[src/hw/epf_pkg.sv]
// constants, types and the register map of the external program fetch strobe block
// assumes one oscillator period per core_clk cycle and a 32-bit AHB-Lite register port
//
// Functional notes
// - fetch code externally while external_access_n low
// - fetch code externally when pc above 7fff
// - port 2 drives address, latch left untouched
// - port 2 carries pc, pointer or latch high
// - fetch strobe only for external code fetches
// - two fetch strobes per cycle, one per transfer (code: one in the first transfer cycle, none in the second)
// - external data read cycle spans six periods (data_read_n is low for four periods here)
// - program fetch cycle spans three periods
// - low address valid at latch pulse fall
// - two latch pulses per cycle when enabled, one fewer per transfer
// - no latch pulse while data strobes active
// - latch pulse steady rate without data accesses
// - latch enable off: pulses only data, pc>1fff
// - external_access_n low forces latch pulses on
// - latch pulses enabled after reset, write keeps
// - machine cycle is six oscillator periods

package epf_pkg;

  // ---------------------------------------------------------------
  // timing
  // ---------------------------------------------------------------
  localparam int unsigned CLK_PERIOD_NS = 100;
  localparam int unsigned OSC_PERIOD_NS = 100;
  localparam int unsigned OSC_CLKS = OSC_PERIOD_NS / CLK_PERIOD_NS;
  localparam int unsigned MC_OSC = 6;
  localparam int unsigned FETCH_OSC = 3;
  localparam logic [2:0] PH_LAST = 3'(MC_OSC * OSC_CLKS - 1);
  localparam logic [2:0] PH_SLOT_B = 3'(FETCH_OSC * OSC_CLKS);
  localparam logic [2:0] PH_XSTROBE_ON = 3'h4;
  localparam logic [2:0] PH_XSTROBE_OFF = 3'h2;

  // ---------------------------------------------------------------
  // address limits
  // ---------------------------------------------------------------
  localparam logic [15:0] INT_CODE_TOP = 16'h7fff;
  localparam logic [15:0] ALE_QUIET_TOP = 16'h1fff;

  // ---------------------------------------------------------------
  // register map: printed offsets are word indices
  // ---------------------------------------------------------------
  localparam logic [7:0] SYSCTL_IDX = 8'hb1;
  localparam logic [7:0] STATUS_IDX = 8'hb2;
  localparam logic [31:0] SYSCTL_ADDR = {22'h0, SYSCTL_IDX, 2'h0};
  localparam logic [31:0] STATUS_ADDR = {22'h0, STATUS_IDX, 2'h0};
  localparam int unsigned LATCH_PULSE_ENABLE_BIT = 5;
  localparam logic [7:0] SYSCTL_RST = 8'h20;
  localparam logic [7:0] SYSCTL_WMASK = 8'h30;

  typedef enum logic [1:0] {EPF_ST_RUN, EPF_ST_XD1, EPF_ST_XD2} epf_state_type;

endpackage

[src/hw/epf_fetch_strobes.sv]
// external program fetch strobes, address latch pulse and port 0/2 address drive
// assumes the core holds pc steady through each fetch slot and keeps
// the transfer request fields stable until xdata_done
//
// The AHB-Lite interface to the registers is this design's own decision.
`timescale 1ns/1ns
module epf_fetch_strobes (
  // clock and reset
  input wire logic core_clk,
  input wire logic rstn,
  // ahb-lite register port
  input wire logic hsel,
  input wire logic [31:0] haddr,
  input wire logic [1:0] htrans,
  input wire logic hwrite,
  input wire logic [2:0] hsize,
  input wire logic [31:0] hwdata,
  input wire logic hready,
  output logic hreadyout,
  output logic hresp,
  output logic [31:0] hrdata,
  // core side
  input wire logic [15:0] pc,
  input wire logic xdata_start,
  input wire logic xdata_write,
  input wire logic xdata_use_dptr,
  input wire logic [7:0] xdata_addr_low,
  input wire logic [7:0] data_pointer_high,
  input wire logic [7:0] xdata_wdata,
  input wire logic [7:0] p2_latch,
  output logic xdata_busy,
  output logic xdata_done,
  // pins
  input wire logic external_access_n,
  output logic program_fetch_strobe_n,
  output logic address_latch,
  output logic data_read_n,
  output logic data_write_n,
  output logic [7:0] p0_out,
  output logic p0_oe_n,
  output logic [7:0] p2_out,
  output logic p2_oe_n
);
  import epf_pkg::*;

  // ---------------------------------------------------------------
  // pin synchroniser and machine cycle phase
  // ---------------------------------------------------------------
  logic ea_n_s;
  logic [2:0] ph;
  logic ph_wrap;

  epf_sync2 #(.RST_VAL(1'b1)) u_ea_sync (
    .core_clk(core_clk),
    .rstn(rstn),
    .d(external_access_n),
    .q(ea_n_s)
  );

  // six periods per machine cycle, two three-period fetch slots
  epf_phase_ctr #(.W(3), .LAST(PH_LAST)) u_phase (
    .core_clk(core_clk),
    .rstn(rstn),
    .phase(ph),
    .wrap(ph_wrap)
  );

  // ---------------------------------------------------------------
  // register port
  // ---------------------------------------------------------------
  logic [7:0] sysctl_r;
  logic [7:0] sysctl_nxt;
  logic wpend_r;
  logic wpend_nxt;
  logic [31:0] waddr_r;
  logic [31:0] waddr_nxt;
  logic [31:0] hrdata_r;
  logic [31:0] hrdata_nxt;
  logic [7:0] status_val;
  logic [7:0] sysctl_view;
  logic addr_phase;

  assign addr_phase = hsel && htrans[1] && hready;

  always_comb begin
    sysctl_nxt = sysctl_r;
    wpend_nxt = 1'b0;
    waddr_nxt = waddr_r;
    hrdata_nxt = hrdata_r;
    sysctl_view = sysctl_r;
    // only the enable and the neighbouring bit are writable, the rest read zero
    if (wpend_r && waddr_r == SYSCTL_ADDR) begin
      sysctl_nxt = hwdata[7:0] & SYSCTL_WMASK;
      sysctl_view = sysctl_nxt;
    end
    if (addr_phase) begin
      wpend_nxt = hwrite;
      waddr_nxt = haddr;
      if (!hwrite) begin
        // a read right behind a write sees the freshly written value
        case (haddr)
          SYSCTL_ADDR: hrdata_nxt = {24'h0, sysctl_view};
          STATUS_ADDR: hrdata_nxt = {24'h0, status_val};
          default: hrdata_nxt = 32'h0;
        endcase
      end
    end
  end

  always_ff @(posedge core_clk) begin
    if (!rstn) begin
      sysctl_r <= SYSCTL_RST;
      wpend_r <= 1'b0;
      waddr_r <= 32'h0;
      hrdata_r <= 32'h0;
    end else begin
      sysctl_r <= sysctl_nxt;
      wpend_r <= wpend_nxt;
      waddr_r <= waddr_nxt;
      hrdata_r <= hrdata_nxt;
    end
  end

  // zero wait states, always okay
  assign hreadyout = 1'b1;
  assign hresp = 1'b0;
  assign hrdata = hrdata_r;

  // ---------------------------------------------------------------
  // fetch decisions
  // ---------------------------------------------------------------
  logic ext_code;
  logic ale_code_en;

  assign ext_code = !ea_n_s || (pc > INT_CODE_TOP);
  // external_access_n low overrides the enable bit
  assign ale_code_en = !ea_n_s || sysctl_r[LATCH_PULSE_ENABLE_BIT] || (pc > ALE_QUIET_TOP);

  // ---------------------------------------------------------------
  // transfer sequencer
  // ---------------------------------------------------------------
  epf_state_type st_r;
  epf_state_type st_nxt;
  logic xwr_r;
  logic xwr_nxt;
  logic [7:0] xlo_r;
  logic [7:0] xlo_nxt;
  logic [7:0] xhi_r;
  logic [7:0] xhi_nxt;
  logic [7:0] xwd_r;
  logic [7:0] xwd_nxt;
  logic done_r;
  logic done_nxt;
  logic busy_r;
  logic busy_nxt;

  always_comb begin
    st_nxt = st_r;
    xwr_nxt = xwr_r;
    xlo_nxt = xlo_r;
    xhi_nxt = xhi_r;
    xwd_nxt = xwd_r;
    done_nxt = 1'b0;
    if (ph_wrap) begin
      case (st_r)
        EPF_ST_RUN: begin
          if (xdata_start) begin
            st_nxt = EPF_ST_XD1;
            xwr_nxt = xdata_write;
            xlo_nxt = xdata_addr_low;
            // pointer transfers use the pointer high byte, register-indirect the latch
            xhi_nxt = xdata_use_dptr ? data_pointer_high : p2_latch;
            xwd_nxt = xdata_wdata;
          end
        end
        EPF_ST_XD1: st_nxt = EPF_ST_XD2;
        EPF_ST_XD2: begin
          st_nxt = EPF_ST_RUN;
          done_nxt = 1'b1;
        end
        default: st_nxt = EPF_ST_RUN;
      endcase
    end
    busy_nxt = (st_nxt != EPF_ST_RUN);
  end

  always_ff @(posedge core_clk) begin
    if (!rstn) begin
      st_r <= EPF_ST_RUN;
      xwr_r <= 1'b0;
      xlo_r <= 8'h0;
      xhi_r <= 8'h0;
      xwd_r <= 8'h0;
      done_r <= 1'b0;
      busy_r <= 1'b0;
    end else begin
      st_r <= st_nxt;
      xwr_r <= xwr_nxt;
      xlo_r <= xlo_nxt;
      xhi_r <= xhi_nxt;
      xwd_r <= xwd_nxt;
      done_r <= done_nxt;
      busy_r <= busy_nxt;
    end
  end

  assign xdata_busy = busy_r;
  assign xdata_done = done_r;

  // ---------------------------------------------------------------
  // pin sequencing: each pin register takes what the current phase asks
  // ---------------------------------------------------------------
  logic slot_start;
  logic data_slot;
  logic xstrobe;
  logic ale_nxt;
  logic program_fetch_strobe_n_n_nxt;
  logic rd_n_nxt;
  logic wr_n_nxt;
  logic [7:0] p0_nxt;
  logic p0_oe_n_nxt;
  logic [7:0] p2_nxt;
  logic ale_r;
  logic program_fetch_strobe_n_n_r;
  logic rd_n_r;
  logic wr_n_r;
  logic [7:0] p0_r;
  logic p0_oe_n_r;
  logic [7:0] p2_r;
  logic fetch_ext_r;
  logic fetch_ext_nxt;

  assign slot_start = (ph == 3'h0) || (ph == PH_SLOT_B);
  // second slot of the first transfer cycle carries the data address
  assign data_slot = (st_r == EPF_ST_XD1) && (ph >= PH_SLOT_B);
  // strobe runs from phase 4 of the first cycle to phase 1 of the second
  assign xstrobe = ((st_r == EPF_ST_XD1) && (ph >= PH_XSTROBE_ON)) ||
                   ((st_r == EPF_ST_XD2) && (ph < PH_XSTROBE_OFF));

  always_comb begin
    ale_nxt = 1'b0;
    program_fetch_strobe_n_n_nxt = 1'b1;
    p0_nxt = 8'hff;
    p0_oe_n_nxt = 1'b1;
    p2_nxt = p2_r;
    fetch_ext_nxt = fetch_ext_r;
    if (slot_start) begin
      if (data_slot) begin
        // transfer address always gets its latch pulse
        ale_nxt = 1'b1;
        p0_nxt = xlo_r;
        p0_oe_n_nxt = 1'b0;
        p2_nxt = xhi_r;
        fetch_ext_nxt = 1'b0;
      end else if (st_r == EPF_ST_XD2 && ph == 3'h0) begin
        // strobe still active: pulse is dropped and port 2 keeps the data address
        ale_nxt = 1'b0;
        fetch_ext_nxt = 1'b0;
        // write data must not drop out in the middle of the write strobe
        if (xwr_r) begin
          p0_nxt = xwd_r;
          p0_oe_n_nxt = 1'b0;
        end
      end else begin
        // pulses follow ale_code_en at each slot start, fetch or not
        ale_nxt = ale_code_en;
        p0_nxt = pc[7:0];
        p0_oe_n_nxt = 1'b0;
        // no fetch strobe in the second cycle of a transfer
        fetch_ext_nxt = ext_code && (st_r != EPF_ST_XD2);
        // port latch value is never touched, only the pin mux switches
        p2_nxt = ext_code ? pc[15:8] : p2_latch;
      end
    end else begin
      // latch pulse has ended, strobe follows for the two remaining periods
      program_fetch_strobe_n_n_nxt = !fetch_ext_r;
      if (xstrobe && xwr_r) begin
        p0_nxt = xwd_r;
        p0_oe_n_nxt = 1'b0;
      end
    end
    if (st_r == EPF_ST_XD2 && ph == PH_XSTROBE_OFF && xwr_r) begin
      // write data stays one period past the write strobe
      p0_nxt = xwd_r;
      p0_oe_n_nxt = 1'b0;
    end
    rd_n_nxt = !(xstrobe && !xwr_r);
    wr_n_nxt = !(xstrobe && xwr_r);
  end

  always_ff @(posedge core_clk) begin
    if (!rstn) begin
      ale_r <= 1'b0;
      program_fetch_strobe_n_n_r <= 1'b1;
      rd_n_r <= 1'b1;
      wr_n_r <= 1'b1;
      p0_r <= 8'hff;
      p0_oe_n_r <= 1'b1;
      p2_r <= 8'hff;
      fetch_ext_r <= 1'b0;
    end else begin
      ale_r <= ale_nxt;
      program_fetch_strobe_n_n_r <= program_fetch_strobe_n_n_nxt;
      rd_n_r <= rd_n_nxt;
      wr_n_r <= wr_n_nxt;
      p0_r <= p0_nxt;
      p0_oe_n_r <= p0_oe_n_nxt;
      p2_r <= p2_nxt;
      fetch_ext_r <= fetch_ext_nxt;
    end
  end

  assign address_latch = ale_r;
  assign program_fetch_strobe_n = program_fetch_strobe_n_n_r;
  assign data_read_n = rd_n_r;
  assign data_write_n = wr_n_r;
  assign p0_out = p0_r;
  assign p0_oe_n = p0_oe_n_r;
  assign p2_out = p2_r;
  // port 2 carries the address or the port latch value here, and it is driven at all times
  assign p2_oe_n = 1'b0;

  // ---------------------------------------------------------------
  // status view
  // ---------------------------------------------------------------
  assign status_val = {ph, 1'b0, ea_n_s, busy_r, fetch_ext_r, ext_code};

endmodule

[src/hw/epf_phase_ctr.sv]
// oscillator period counter within one machine cycle
// assumes one count per core_clk edge
`timescale 1ns/1ns
module epf_phase_ctr #(
  parameter int unsigned W = 3,
  parameter logic [W-1:0] LAST = 3'h5
) (
  // clock and reset
  input wire logic core_clk,
  input wire logic rstn,
  // phase and last-phase flag
  output logic [W-1:0] phase,
  output logic wrap
);
  logic [W-1:0] ph_r;
  logic [W-1:0] ph_nxt;

  always_comb begin
    ph_nxt = (ph_r == LAST) ? '0 : W'(ph_r + 1'b1);
  end

  always_ff @(posedge core_clk) begin
    if (!rstn) begin
      ph_r <= '0;
    end else begin
      ph_r <= ph_nxt;
    end
  end

  assign phase = ph_r;
  assign wrap = (ph_r == LAST);
endmodule

[src/hw/epf_sync2.sv]
// two flip-flop synchroniser for pin inputs
// assumes the pin is asynchronous to core_clk
`timescale 1ns/1ns
module epf_sync2 #(
  parameter logic RST_VAL = 1'b1
) (
  // clock and reset
  input wire logic core_clk,
  input wire logic rstn,
  // pin and synchronised level
  input wire logic d,
  output logic q
);
  logic meta_r;
  logic q_r;

  always_ff @(posedge core_clk) begin
    if (!rstn) begin
      meta_r <= RST_VAL;
      q_r <= RST_VAL;
    end else begin
      meta_r <= d;
      q_r <= meta_r;
    end
  end

  assign q = q_r;
endmodule
[config.mk]
export PLATFORM = sky130hd
export DESIGN_NAME = epf_fetch_strobes
export DESIGN_NICKNAME = d
export VERILOG_FILES = /design/src/hw/epf_pkg.sv /design/src/hw/epf_fetch_strobes.sv /design/src/hw/epf_phase_ctr.sv /design/src/hw/epf_sync2.sv
export SDC_FILE = /design/constraint.sdc
export NUM_CORES = 1
export LEC_CHECK = 0
export ABC_AREA = 1
export BUFFER_PORTS_ARGS = -buffer_cell sky130_fd_sc_hd__buf_2
export CAP_MARGIN = 20
export CELL_PAD_IN_SITES_DETAIL_PLACEMENT = 1
export CELL_PAD_IN_SITES_GLOBAL_PLACEMENT = 1
export CORE_MARGIN = 2
export CORE_UTILIZATION = 37
export CTS_CLUSTER_SIZE = 30
export DETAILED_ROUTE_END_ITERATION = 12
export GPL_TIMING_DRIVEN = 0
export PLACE_DENSITY = 0.9
export SYNTH_ARGS = -nofsm -noshare
export SYNTH_HDL_FRONTEND = slang
export SYNTH_SLANG_ARGS = --single-unit
[constraint.sdc]
create_clock -name core_clk -period 3.87 [get_ports core_clk]
set_input_delay 0.5805 -clock core_clk [delete_from_list [all_inputs] [get_ports core_clk]]
set_output_delay 0.5805 -clock core_clk [all_outputs]
set_load 0.02 [all_outputs]
==> results.json, run 1 <==
{
  "status": "finished, final reports clean",
  "finClkSkew_ns": 0.00686,
  "cts_tree": "done",
  "async_reset_ff_frac": 0,
  "min_path_type": "reg -> reg",
  "rsz0062_at_grt": "no",
  "place_congestion": 0.861,
  "synth_area_per_cell_um2": 7.19,
  "clk_pin_slew_ns": 0.07,
  "numCtsBuffers": 9,
  "grt.total_usage": 0.221,
  "drv_cap": 0,
  "power_frac_comb": 0.155,
  "tns_ns": 0,
  "drt_iter0_drc": 212,
  "critPathCaptureType": "register",
  "placed_cells": 1002,
  "power.share.switching": 0.278,
  "fin_crit_sh": 0.490,
  "yosys.area.top_type": "dfxtp_1",
  "worst_pin_slew_ns": 0.601,
  "slew_headroom": 0.600,
  "die_h_um": 119,
  "routed_via_density": 4.82,
  "vias": 4911,
  "final_common_cell": "nand2_1",
  "netlist_top_cells_area": "dfxtp_1, nand2_1, a21oi_1",
  "synth_cell_type_count": 37,
  "pin_count": 184,
  "synth_enable_flop_cells": 0,
  "die_x_um": 119,
  "grt_pass1_vias": 4962,
  "num_rows": 42,
  "fp.dieArea_um2": 14200,
  "wirelength_um": 15500,
  "grt_max_degree": 18,
  "synth_top_cell_area_share": 0.430,
  "slowest_stage": "dfxtp_1",
  "critical-path-max-stage-delay_ns": 0.37,
  "insertedDiodeCount": 0,
  "post-route-min-period_ns": 1.89,
  "wire_per_inst_um": 15.2,
  "multi_input_area_um2": 2280,
  "worstSetupPathType": "reg -> reg",
  "clockBufferDepth": 2,
  "stdcell_count": 1018,
  "layout-drive-gt1-share": 0.252,
  "crit_fanout": 10,
  "antenna_found_initial": 0,
  "vdd_drop_max_mv": 0.190,
  "synthesis.area_um2": 4890,
  "power_density_nw_per_um2": 405,
  "leakage_nw": 2.74,
  "firstDrtPassIters": 4,
  "dp_hpwl_um": 11600,
  "startpoint_type": "register",
  "grt-ovfl-total": 0,
  "hold_viol_final": 0,
  "core_area_um2": 13100,
  "seqPwrFrac": 0.464,
  "fillerInstances": 1717,
  "ctsResizeCount": 0,
  "final-max-slew-violation-count": 0,
  "fmax_mhz": 528,
  "ys_warn_count": 0,
  "clock_latency_ns": 0.35,
  "ys_ff_latch": 105,
  "cp_common_cell": "nand2_1",
  "grt_pass1_wl_um": 25000,
  "p_int_mw": 1.79,
  "setup-violations-final": 0,
  "layout_common_cells": "nand2_1, buf_2, dfxtp_1, nor2_1, a21oi_1",
  "area_delta_synth_final_pct": 25.1,
  "h-tree-depth": 3,
  "seq_area_frac_synth": 0.430,
  "worstPathArrival_ns": 2.11,
  "syn_inst": 680,
  "cp_cell_sequence": "ha_1 -> ha_1 -> inv_1 -> o211ai_2 -> nand2_2 -> inv_2 -> buf_4 -> a21oi_1 -> nand2_1 -> nand2_1 -> nand2_1",
  "antenna_left": 0,
  "route.detailed.drc": 0,
  "required_ns": 4.09,
  "ctsHoldBuffers": 0,
  "p_clk_frac": 0.381,
  "synthFlopType": "dfxtp_1",
  "final_nets": 967,
  "cts_sinks": 105,
  "regArea_um2": 2100,
  "port_buffers": 121,
  "start_util": 0.374,
  "power_switching_mw": 0.689,
  "root_buffer": "clkbuf_16",
  "cts_setup_buffers": 0
}
-- stage by stage --
stage | util | setup slack (ns) | power [mW] | area, um^2 | hold slack [ns]
after floorplan | - | 2.31 | 1.41 | 4980 | 0.393
after global placement | 0.444 | 1.85 | 1.54 | 5810 | 0.394
after detailed placement | 0.444 | 1.83 | 1.55 | 5810 | 0.404
after CTS | 0.467 | 2.00 | 2.49 | 6110 | 0.421
after global routing | 0.467 | 1.82 | 2.58 | 6110 | 0.443
final | 0.467 | 1.98 | 2.47 | 6110 | 0.419
-- worst max-delay path: cells and delay by family (launching register included) --
kind            cells  cell delay [ns]
buf+inv             3             0.42
fa+ha+maj           2             0.42
flops               1             0.37
simple gates        4             0.29
compound gates      2             0.26
-- kinds of logic after synthesis --
kind of cell / count (synthesis) / synth area share
flops: 105 / 0.430
other cells: 2 / 0.00154
simple gates: 295 / 0.258
buf+inv: 122 / 0.123
fa+ha+maj: 4 / 0.0102
compound gates: 152 / 0.177
-- Yosys cell counts, types with 8 or more instances --
library cell / n
nand2_1: 147
dfxtp_1: 105
nor2_1: 93
a21oi_1: 77
inv_1: 54
o21ai_0: 49
buf_4: 30
nand3_1: 24
clkbuf_1: 14
inv_2: 12
o21ai_1: 8
-- metal layers --
| metal | vias up | global-route usage | wire length (um) |
|---|---|---|---|
| li1 | 2447 | - | - |
| met1 | 2312 | 0.277 | 6710 |
| met2 | 127 | 0.383 | 7680 |
| met3 | 25 | 0.0345 | 715 |
| met4 | 0 | 0.0826 | 350 |
| met5 | - | 0 | 0 |
-- power groups by stage --
| stage | Combinational, mW | Clock, mW | Sequential (mW) |
|---|---|---|---|
| 3_3_place_gp | 0.368 | 0 | 1.17 |
| 2_1_floorplan | 0.211 | 0 | 1.20 |
| 3_5_place_dp | 0.374 | 0 | 1.17 |
| 5_1_grt | 0.422 | 0.999 | 1.15 |
| 6_report | 0.383 | 0.942 | 1.15 |
| 4_1_cts | 0.382 | 0.955 | 1.15 |
-- state kept, by name (all words and copies together) (netlist names), 2 cells and up --
register	count
u_phase.phase	3
waddr_r	32
p0_out	8
sysctl_r	8
hrdata	8
p2_out	8
st_r	2
xwd_r	8
xhi_r	8
xlo_r	8
-- layout make-up --
type / instances / share of cell area
Sequential cell: 105 / 0.344
Inverter: 67 / 0.0411
Buffer: 55 / 0.0571
Multi-Input combinational cell: 478 / 0.373
Clock inverter: 6 / 0.0108
Timing Repair Buffer: 121 / 0.0990
Clock buffer: 10 / 0.0391
Tap cell: 176 / 0.0360
-- path summary, 6_finish.rpt --
path                               endpoint  slack [ns]  depth (start not counted)              from
worst min-delay path            u_ea_sync.q        0.42                          1  u_ea_sync.meta_r
worst min register to register  u_ea_sync.q        0.42                          1  u_ea_sync.meta_r
worst max register to register    p0_out[5]        1.98                         11  u_phase.phase[0]
worst max-delay path              p0_out[5]        1.98                         11  u_phase.phase[0]
Power figures use the tool's default switching activity.
==> inputs of run 2 (changes only) <==
--- a/config.mk
+++ b/config.mk
@@ -11,11 +11,11 @@
 export CELL_PAD_IN_SITES_DETAIL_PLACEMENT = 1
 export CELL_PAD_IN_SITES_GLOBAL_PLACEMENT = 1
 export CORE_MARGIN = 2
-export CORE_UTILIZATION = 37
+export CORE_UTILIZATION = 31
 export CTS_CLUSTER_SIZE = 30
 export DETAILED_ROUTE_END_ITERATION = 12
 export GPL_TIMING_DRIVEN = 0
-export PLACE_DENSITY = 0.9
+export PLACE_DENSITY = 0.81
 export SYNTH_ARGS = -nofsm -noshare
 export SYNTH_HDL_FRONTEND = slang
 export SYNTH_SLANG_ARGS = --single-unit
==> constraint.sdc (replaced) <==
create_clock -name core_clk -period 1.6 [get_ports core_clk]
set_input_delay 0.24 -clock core_clk [delete_from_list [all_inputs] [get_ports core_clk]]
set_output_delay 0.24 -clock core_clk [all_outputs]
set_load 0.02 [all_outputs]
==> run 2 against run 1 <==
The run now ends with setup timing left; wire length up 5.3%; design area up 8.9%; sequential share of layout area down 2.7 points; clock skew about the same; critical endpoint is now p0_out[7]; largest power group unchanged; highest routed layer unchanged.
==> results.json, run 2 (synthesis results as in run 1) <==
{
  "top_register": "waddr_r",
  "grt_max_degree": 17,
  "utilization": 0.435,
  "finClkSkew_ns": 0.00656,
  "clock_latency_ns": 0.35,
  "area_delta_synth_final_pct": 36.2,
  "p_int_mw": 4.71,
  "worst_pin_slew_ns": 0.738,
  "power_frac_comb": 0.166,
  "slew_headroom": 0.508,
  "cts_tree": "done",
  "min_from": "external_access_n",
  "post-route-min-period_ns": 1.71,
  "wirelength_um": 16300,
  "multi_input_area_um2": 2440,
  "vias": 4903,
  "num_rows": 45,
  "hold_ws_ns": 0.0836,
  "rsz0062_at_grt": "yes",
  "power.share.switching": 0.267,
  "critPathCaptureType": "register",
  "p_clk_frac": 0.400,
  "route.detailed.drc": 0,
  "status": "finished, violations left",
  "clk_pin_slew_ns": 0.07,
  "fin_area_um2": 6660,
  "violations": "setup timing",
  "antenna_found_initial": 0,
  "grt-ovfl-total": 0,
  "hold_end": "u_ea_sync.meta_r",
  "regArea_um2": 2110,
  "dpl-instance-area_um2": 5850,
  "layout-drive-gt1-share": 0.298,
  "fillerInstances": 2008,
  "grt_pass1_wl_um": 25500,
  "drt_iter0_drc": 220,
  "power_switching_mw": 1.72,
  "pin_count": 184,
  "crit_fanout": 7,
  "cts_sinks": 105,
  "layout_common_cells": "nand2_1, buf_2, dfxtp_1, nor2_1, a21oi_1",
  "port_buffers": 121,
  "startpoint_type": "register",
  "final-max-slew-violation-count": 0,
  "root_buffer": "clkbuf_16",
  "fp.dieArea_um2": 16800,
  "vdd_drop_max_mv": 0.566,
  "holdPathStages": 2,
  "worstPathArrival_ns": 1.92,
  "worstSetupPathType": "reg -> reg",
  "largest_reg_flops": 32,
  "seqPwrFrac": 0.434,
  "die_h_um": 130,
  "power_density_nw_per_um2": 965,
  "core_area_um2": 15300,
  "clockBufferDepth": 2,
  "grt.total_usage": 0.196,
  "reg2reg_from": "u_phase.phase[1]",
  "start_util": 0.319,
  "worst_r2r_path_depth": 11,
  "drv_cap": 0,
  "wire_per_inst_um": 15.2,
  "hold_viol_final": 0,
  "min_path_type": "in -> reg",
  "firstDrtPassIters": 4,
  "rrSetupSlack_ns": -0.11,
  "h-tree-depth": 3,
  "antenna_left": 0,
  "worst_slack_ns": -0.109,
  "leakage_nw": 2.95,
  "grt_pass1_vias": 5052,
  "fin_crit_sh": 1.07,
  "required_ns": 1.81,
  "place_congestion": 0.781,
  "insertedDiodeCount": 0,
  "final_common_cell": "nand2_1",
  "numCtsBuffers": 9,
  "r2r-end": "p0_out[7]",
  "fmax_mhz": 585,
  "ctsHoldBuffers": 0,
  "setup-violations-final": 15,
  "dp_hpwl_um": 12000,
  "final_nets": 983,
  "die_x_um": 130,
  "routed_via_density": 4.59
}
-- run 2: power by group through the flow --
stage               logic, mW  registers (mW)  clock network (mW)
floorplan               0.511            2.90                   0
global placement        0.897            2.84                   0
detailed placement      0.915            2.84                   0
CTS                     0.999            2.78                2.61
global route             1.17            2.80                2.72
finish                   1.07            2.79                2.57
-- run 2: metrics by stage --
stage	total power, mW	setup WS (ns)	cells	TNS, ns
floorplan	3.41	0.0362	705	0
global placement	3.73	-0.203	1037	-3.25
detailed placement	3.75	-0.251	1037	-4.38
CTS	6.40	-0.0509	1063	-0.121
global route	6.69	-0.151	1069	-1.84
finish	6.43	-0.109	1069	-0.595
-- run 2: layer usage --
layer  vias up  global-route usage  wire length [um]
met5         -                   0                 0
met4         0              0.0626               211
met3        15              0.0260               527
met2        89               0.341              8230
met1      2316               0.252              7310
li1       2483                   -                 -
-- run 2: cell type report --
type	instances	share of cell area
Clock buffer	10	0.0359
Inverter	67	0.0419
Clock inverter	6	0.0158
Multi-Input combinational cell	478	0.366
Timing Repair Buffer	137	0.124
Sequential cell	105	0.317
Buffer	55	0.0599
Tap cell	211	0.0396
-- run 2: how the worst max path moves through the flow --
stage                      to  slack [ns]  cells after the start             start
finish              p0_out[7]       -0.11                     11  u_phase.phase[1]
global route        p0_out[7]       -0.15                     11  u_phase.phase[1]
CTS                 p2_out[2]       -0.05                      9  u_phase.phase[1]
detailed placement   xlo_r[6]       -0.25                      8  u_phase.phase[1]
global placement     xlo_r[6]       -0.20                      8  u_phase.phase[1]
floorplan           p0_out[5]        0.04                     11  u_phase.phase[0]
-- run 2: timing repair --
action | in CTS | in global routing
setup endpoints to repair | 43 | 51
pin swaps | 12 | 10
setup buffers | 9 | 5
gates cloned | 1 | 1
resized for setup | 44 | 39
-- run 2: worst max-delay path: stages, from the launching register on --
cell and delay [ns]:
dfxtp_4 0.37, ha_4 0.17, ha_4 0.15, inv_2 0.05, o211ai_2 0.09, nand2_2 0.12, inv_4 0.09, buf_8 0.15
a21oi_2 0.15, nand2_1 0.08, nand2_1 0.08, nand2_1 0.06
==> inputs of run 3 (changes only) <==
--- a/config.mk
+++ b/config.mk
@@ -16,6 +16,7 @@
 export DETAILED_ROUTE_END_ITERATION = 12
 export GPL_TIMING_DRIVEN = 0
 export PLACE_DENSITY = 0.81
+export SETUP_SLACK_MARGIN = 0.2
 export SYNTH_ARGS = -nofsm -noshare
 export SYNTH_HDL_FRONTEND = slang
 export SYNTH_SLANG_ARGS = --single-unit
==> constraint.sdc (replaced) <==
create_clock -name core_clk -period 1.6 [get_ports core_clk]
set_input_delay 0.32 -clock core_clk [delete_from_list [all_inputs] [get_ports core_clk]]
set_output_delay 0.32 -clock core_clk [all_outputs]
set_load 0.02 [all_outputs]
==> run 3 against run 2 <==
The run still ends with setup timing left; via count increased by 3.7%; die area did not move; core utilization rose by 1.8 points; critical path type unchanged.
==> results.json, run 3 (synthesis results as in run 1) <==
{
  "status": "finished, violations left",
  "violations": "setup timing",
  "fmax_mhz": 594,
  "p_clk_frac": 0.396,
  "leakage_nw": 3.04,
  "wirelength_um": 17400,
  "layout-drive-gt1-share": 0.359,
  "clk_pin_slew_ns": 0.07,
  "crit_path_start": "u_phase.phase[1]",
  "seqPwrFrac": 0.436,
  "routed_via_density": 4.70,
  "cts_sinks": 105,
  "use_met2": 0.344,
  "grt_pass1_wl_um": 26200,
  "worstSetupPathType": "reg -> reg",
  "utilization": 0.453,
  "slew_headroom": 0.532,
  "wire_per_inst_um": 16.1,
  "vdd_drop_max_mv": 0.567,
  "worst_slack_ns": -0.0831,
  "final_nets": 995,
  "required_ns": 1.84,
  "fin_area_um2": 6930,
  "reg2reg_from": "u_phase.phase[1]",
  "worst_pin_slew_ns": 0.702,
  "rrSetupSlack_ns": -0.08,
  "crit_fanout": 5,
  "start_util": 0.319,
  "num_rows": 45,
  "port_buffers": 121,
  "placed_cells": 1037,
  "power_switching_mw": 1.76,
  "area_delta_synth_final_pct": 41.8,
  "critPathCaptureType": "register",
  "h-tree-depth": 3,
  "antenna_found_initial": 0,
  "core_area_um2": 15300,
  "largest_reg_flops": 32,
  "post-route-min-period_ns": 1.68,
  "grt_use_met1": 0.257,
  "power_density_nw_per_um2": 923,
  "r2r-end": "xlo_r[0]",
  "slowest_stage": "dfxtp_2",
  "drt_iter0_drc": 269,
  "p_int_mw": 4.64,
  "fillerInstances": 1965,
  "fp.dieArea_um2": 16800,
  "hold_end": "u_ea_sync.meta_r",
  "worstPathArrival_ns": 1.92,
  "antenna_left": 0,
  "min_path_type": "in -> reg",
  "startpoint_type": "register",
  "dpl-instance-area_um2": 5900,
  "finClkSkew_ns": 0.00614,
  "worst_r2r_path_depth": 9,
  "grt.total_usage": 0.203,
  "power_frac_comb": 0.168,
  "final-max-slew-violation-count": 0,
  "grt_max_degree": 17,
  "setup-violations-final": 9,
  "route.detailed.drc": 0,
  "grt_pass1_vias": 5046,
  "place_congestion": 0.805,
  "final_common_cell": "nand2_1",
  "die_x_um": 130,
  "hold_viol_final": 0,
  "root_buffer": "clkbuf_16",
  "firstDrtPassIters": 4,
  "clockBufferDepth": 2,
  "drv_cap": 0,
  "top_register": "waddr_r",
  "rsz0062_at_grt": "yes",
  "layout_common_cells": "nand2_1, buf_2, dfxtp_1, nor2_1, a21oi_1",
  "die_h_um": 130,
  "cts_tree": "done",
  "stdcell_count": 1082,
  "tns_ns": -0.285,
  "grt-ovfl-total": 0,
  "dp_hpwl_um": 11900,
  "pin_count": 184,
  "critical-path-max-stage-delay_ns": 0.36,
  "power.share.switching": 0.275,
  "holdPathStages": 2,
  "top_usage_layer": "met2",
  "numCtsBuffers": 9,
  "fin_crit_sh": 1.05,
  "min_from": "external_access_n",
  "cp_cell_sequence": "inv_4 -> ha_1 -> nand2_2 -> inv_2 -> nand4_4 -> buf_4 -> clkbuf_8 -> o21ai_0 -> nor2_1",
  "gr-usage-met3": 0.0359,
  "clock_latency_ns": 0.36,
  "vias": 5082
}
[run 3: changes by cell type in the layout (fill, tap and decap cells not counted), moves of 6 or more]
cell     before  now
inv_1        53   45
dfxtp_2       1    8
nor2_1       91   79
nand3_1      23   17
nor2_2        4   10
buf_4        34   43
nor2_4        3    9
dfxtp_1     102   96
nand2_2       2   10
inv_2         5   13
nand2_1     146  139
[run 3: repair_timing]
item,CTS,global route
pin swaps,17,29
resized for setup,56,67
buffers inserted,18,6
hold buffers,0,0
setup endpoints to repair,53,58
gates cloned,4,0
[run 3: worst max-delay path by stage]
stage                      endpoint  slack, ns  depth (start not counted)
after global placement    p2_out[4]      -0.20                          7
after CTS                 p0_out[7]     -0.008                         11
final                      xlo_r[0]      -0.08                          9
after global routing       xlo_r[0]      -0.16                          9
after floorplan           p0_out[5]       0.18                         11
after detailed placement   xlo_r[6]      -0.23                          8
[run 3: power by group through the flow]
stage	combinational (mW)	clock [mW]	sequential, mW
floorplan	0.524	0	2.90
global placement	0.913	0	2.84
detailed placement	0.929	0	2.84
CTS	1.01	2.57	2.78
global route	1.18	2.67	2.80
finish	1.08	2.53	2.79
[run 3: per-layer routing]
metal | wire length [um] | part of all wire | vias to the layer above
met2 | 8570 | 0.49 | 117
li1 | - | - | 2518
met5 | 0 | 0 | -
met4 | 368 | 0.021 | 0
met3 | 656 | 0.038 | 26
met1 | 7840 | 0.45 | 2421
[run 3: layout make-up]
class | count | area [um^2] | share of cell area
Sequential cell | 105 | 2120 | 0.305
Inverter | 67 | 279 | 0.0403
Clock buffer | 11 | 264 | 0.0381
Timing Repair Buffer | 149 | 940 | 0.136
Clock inverter | 5 | 75.1 | 0.0108
Antenna cell | 1 | 2.50 | 0.000361
Tap cell | 211 | 264 | 0.0381
Buffer | 55 | 428 | 0.0617
Multi-Input combinational cell | 478 | 2560 | 0.370
[run 3: worst max-delay path, delay by kind of cell (launching register included)]
kind	cells	cell delay [ns]
fa+ha+maj	1	0.17
flops	1	0.36
simple gates	3	0.31
compound gates	1	0.24
buf+inv	4	0.49
[run 3: through the flow]
step / setup WS (ns) / total power [mW] / hold WS [ns]
finish: -0.0831 / 6.40 / 0.179
detailed placement: -0.230 / 3.77 / 0.400
CTS: -0.00798 / 6.36 / 0.166
global placement: -0.199 / 3.75 / 0.394
global route: -0.161 / 6.65 / 0.175
floorplan: 0.179 / 3.42 / 0.393
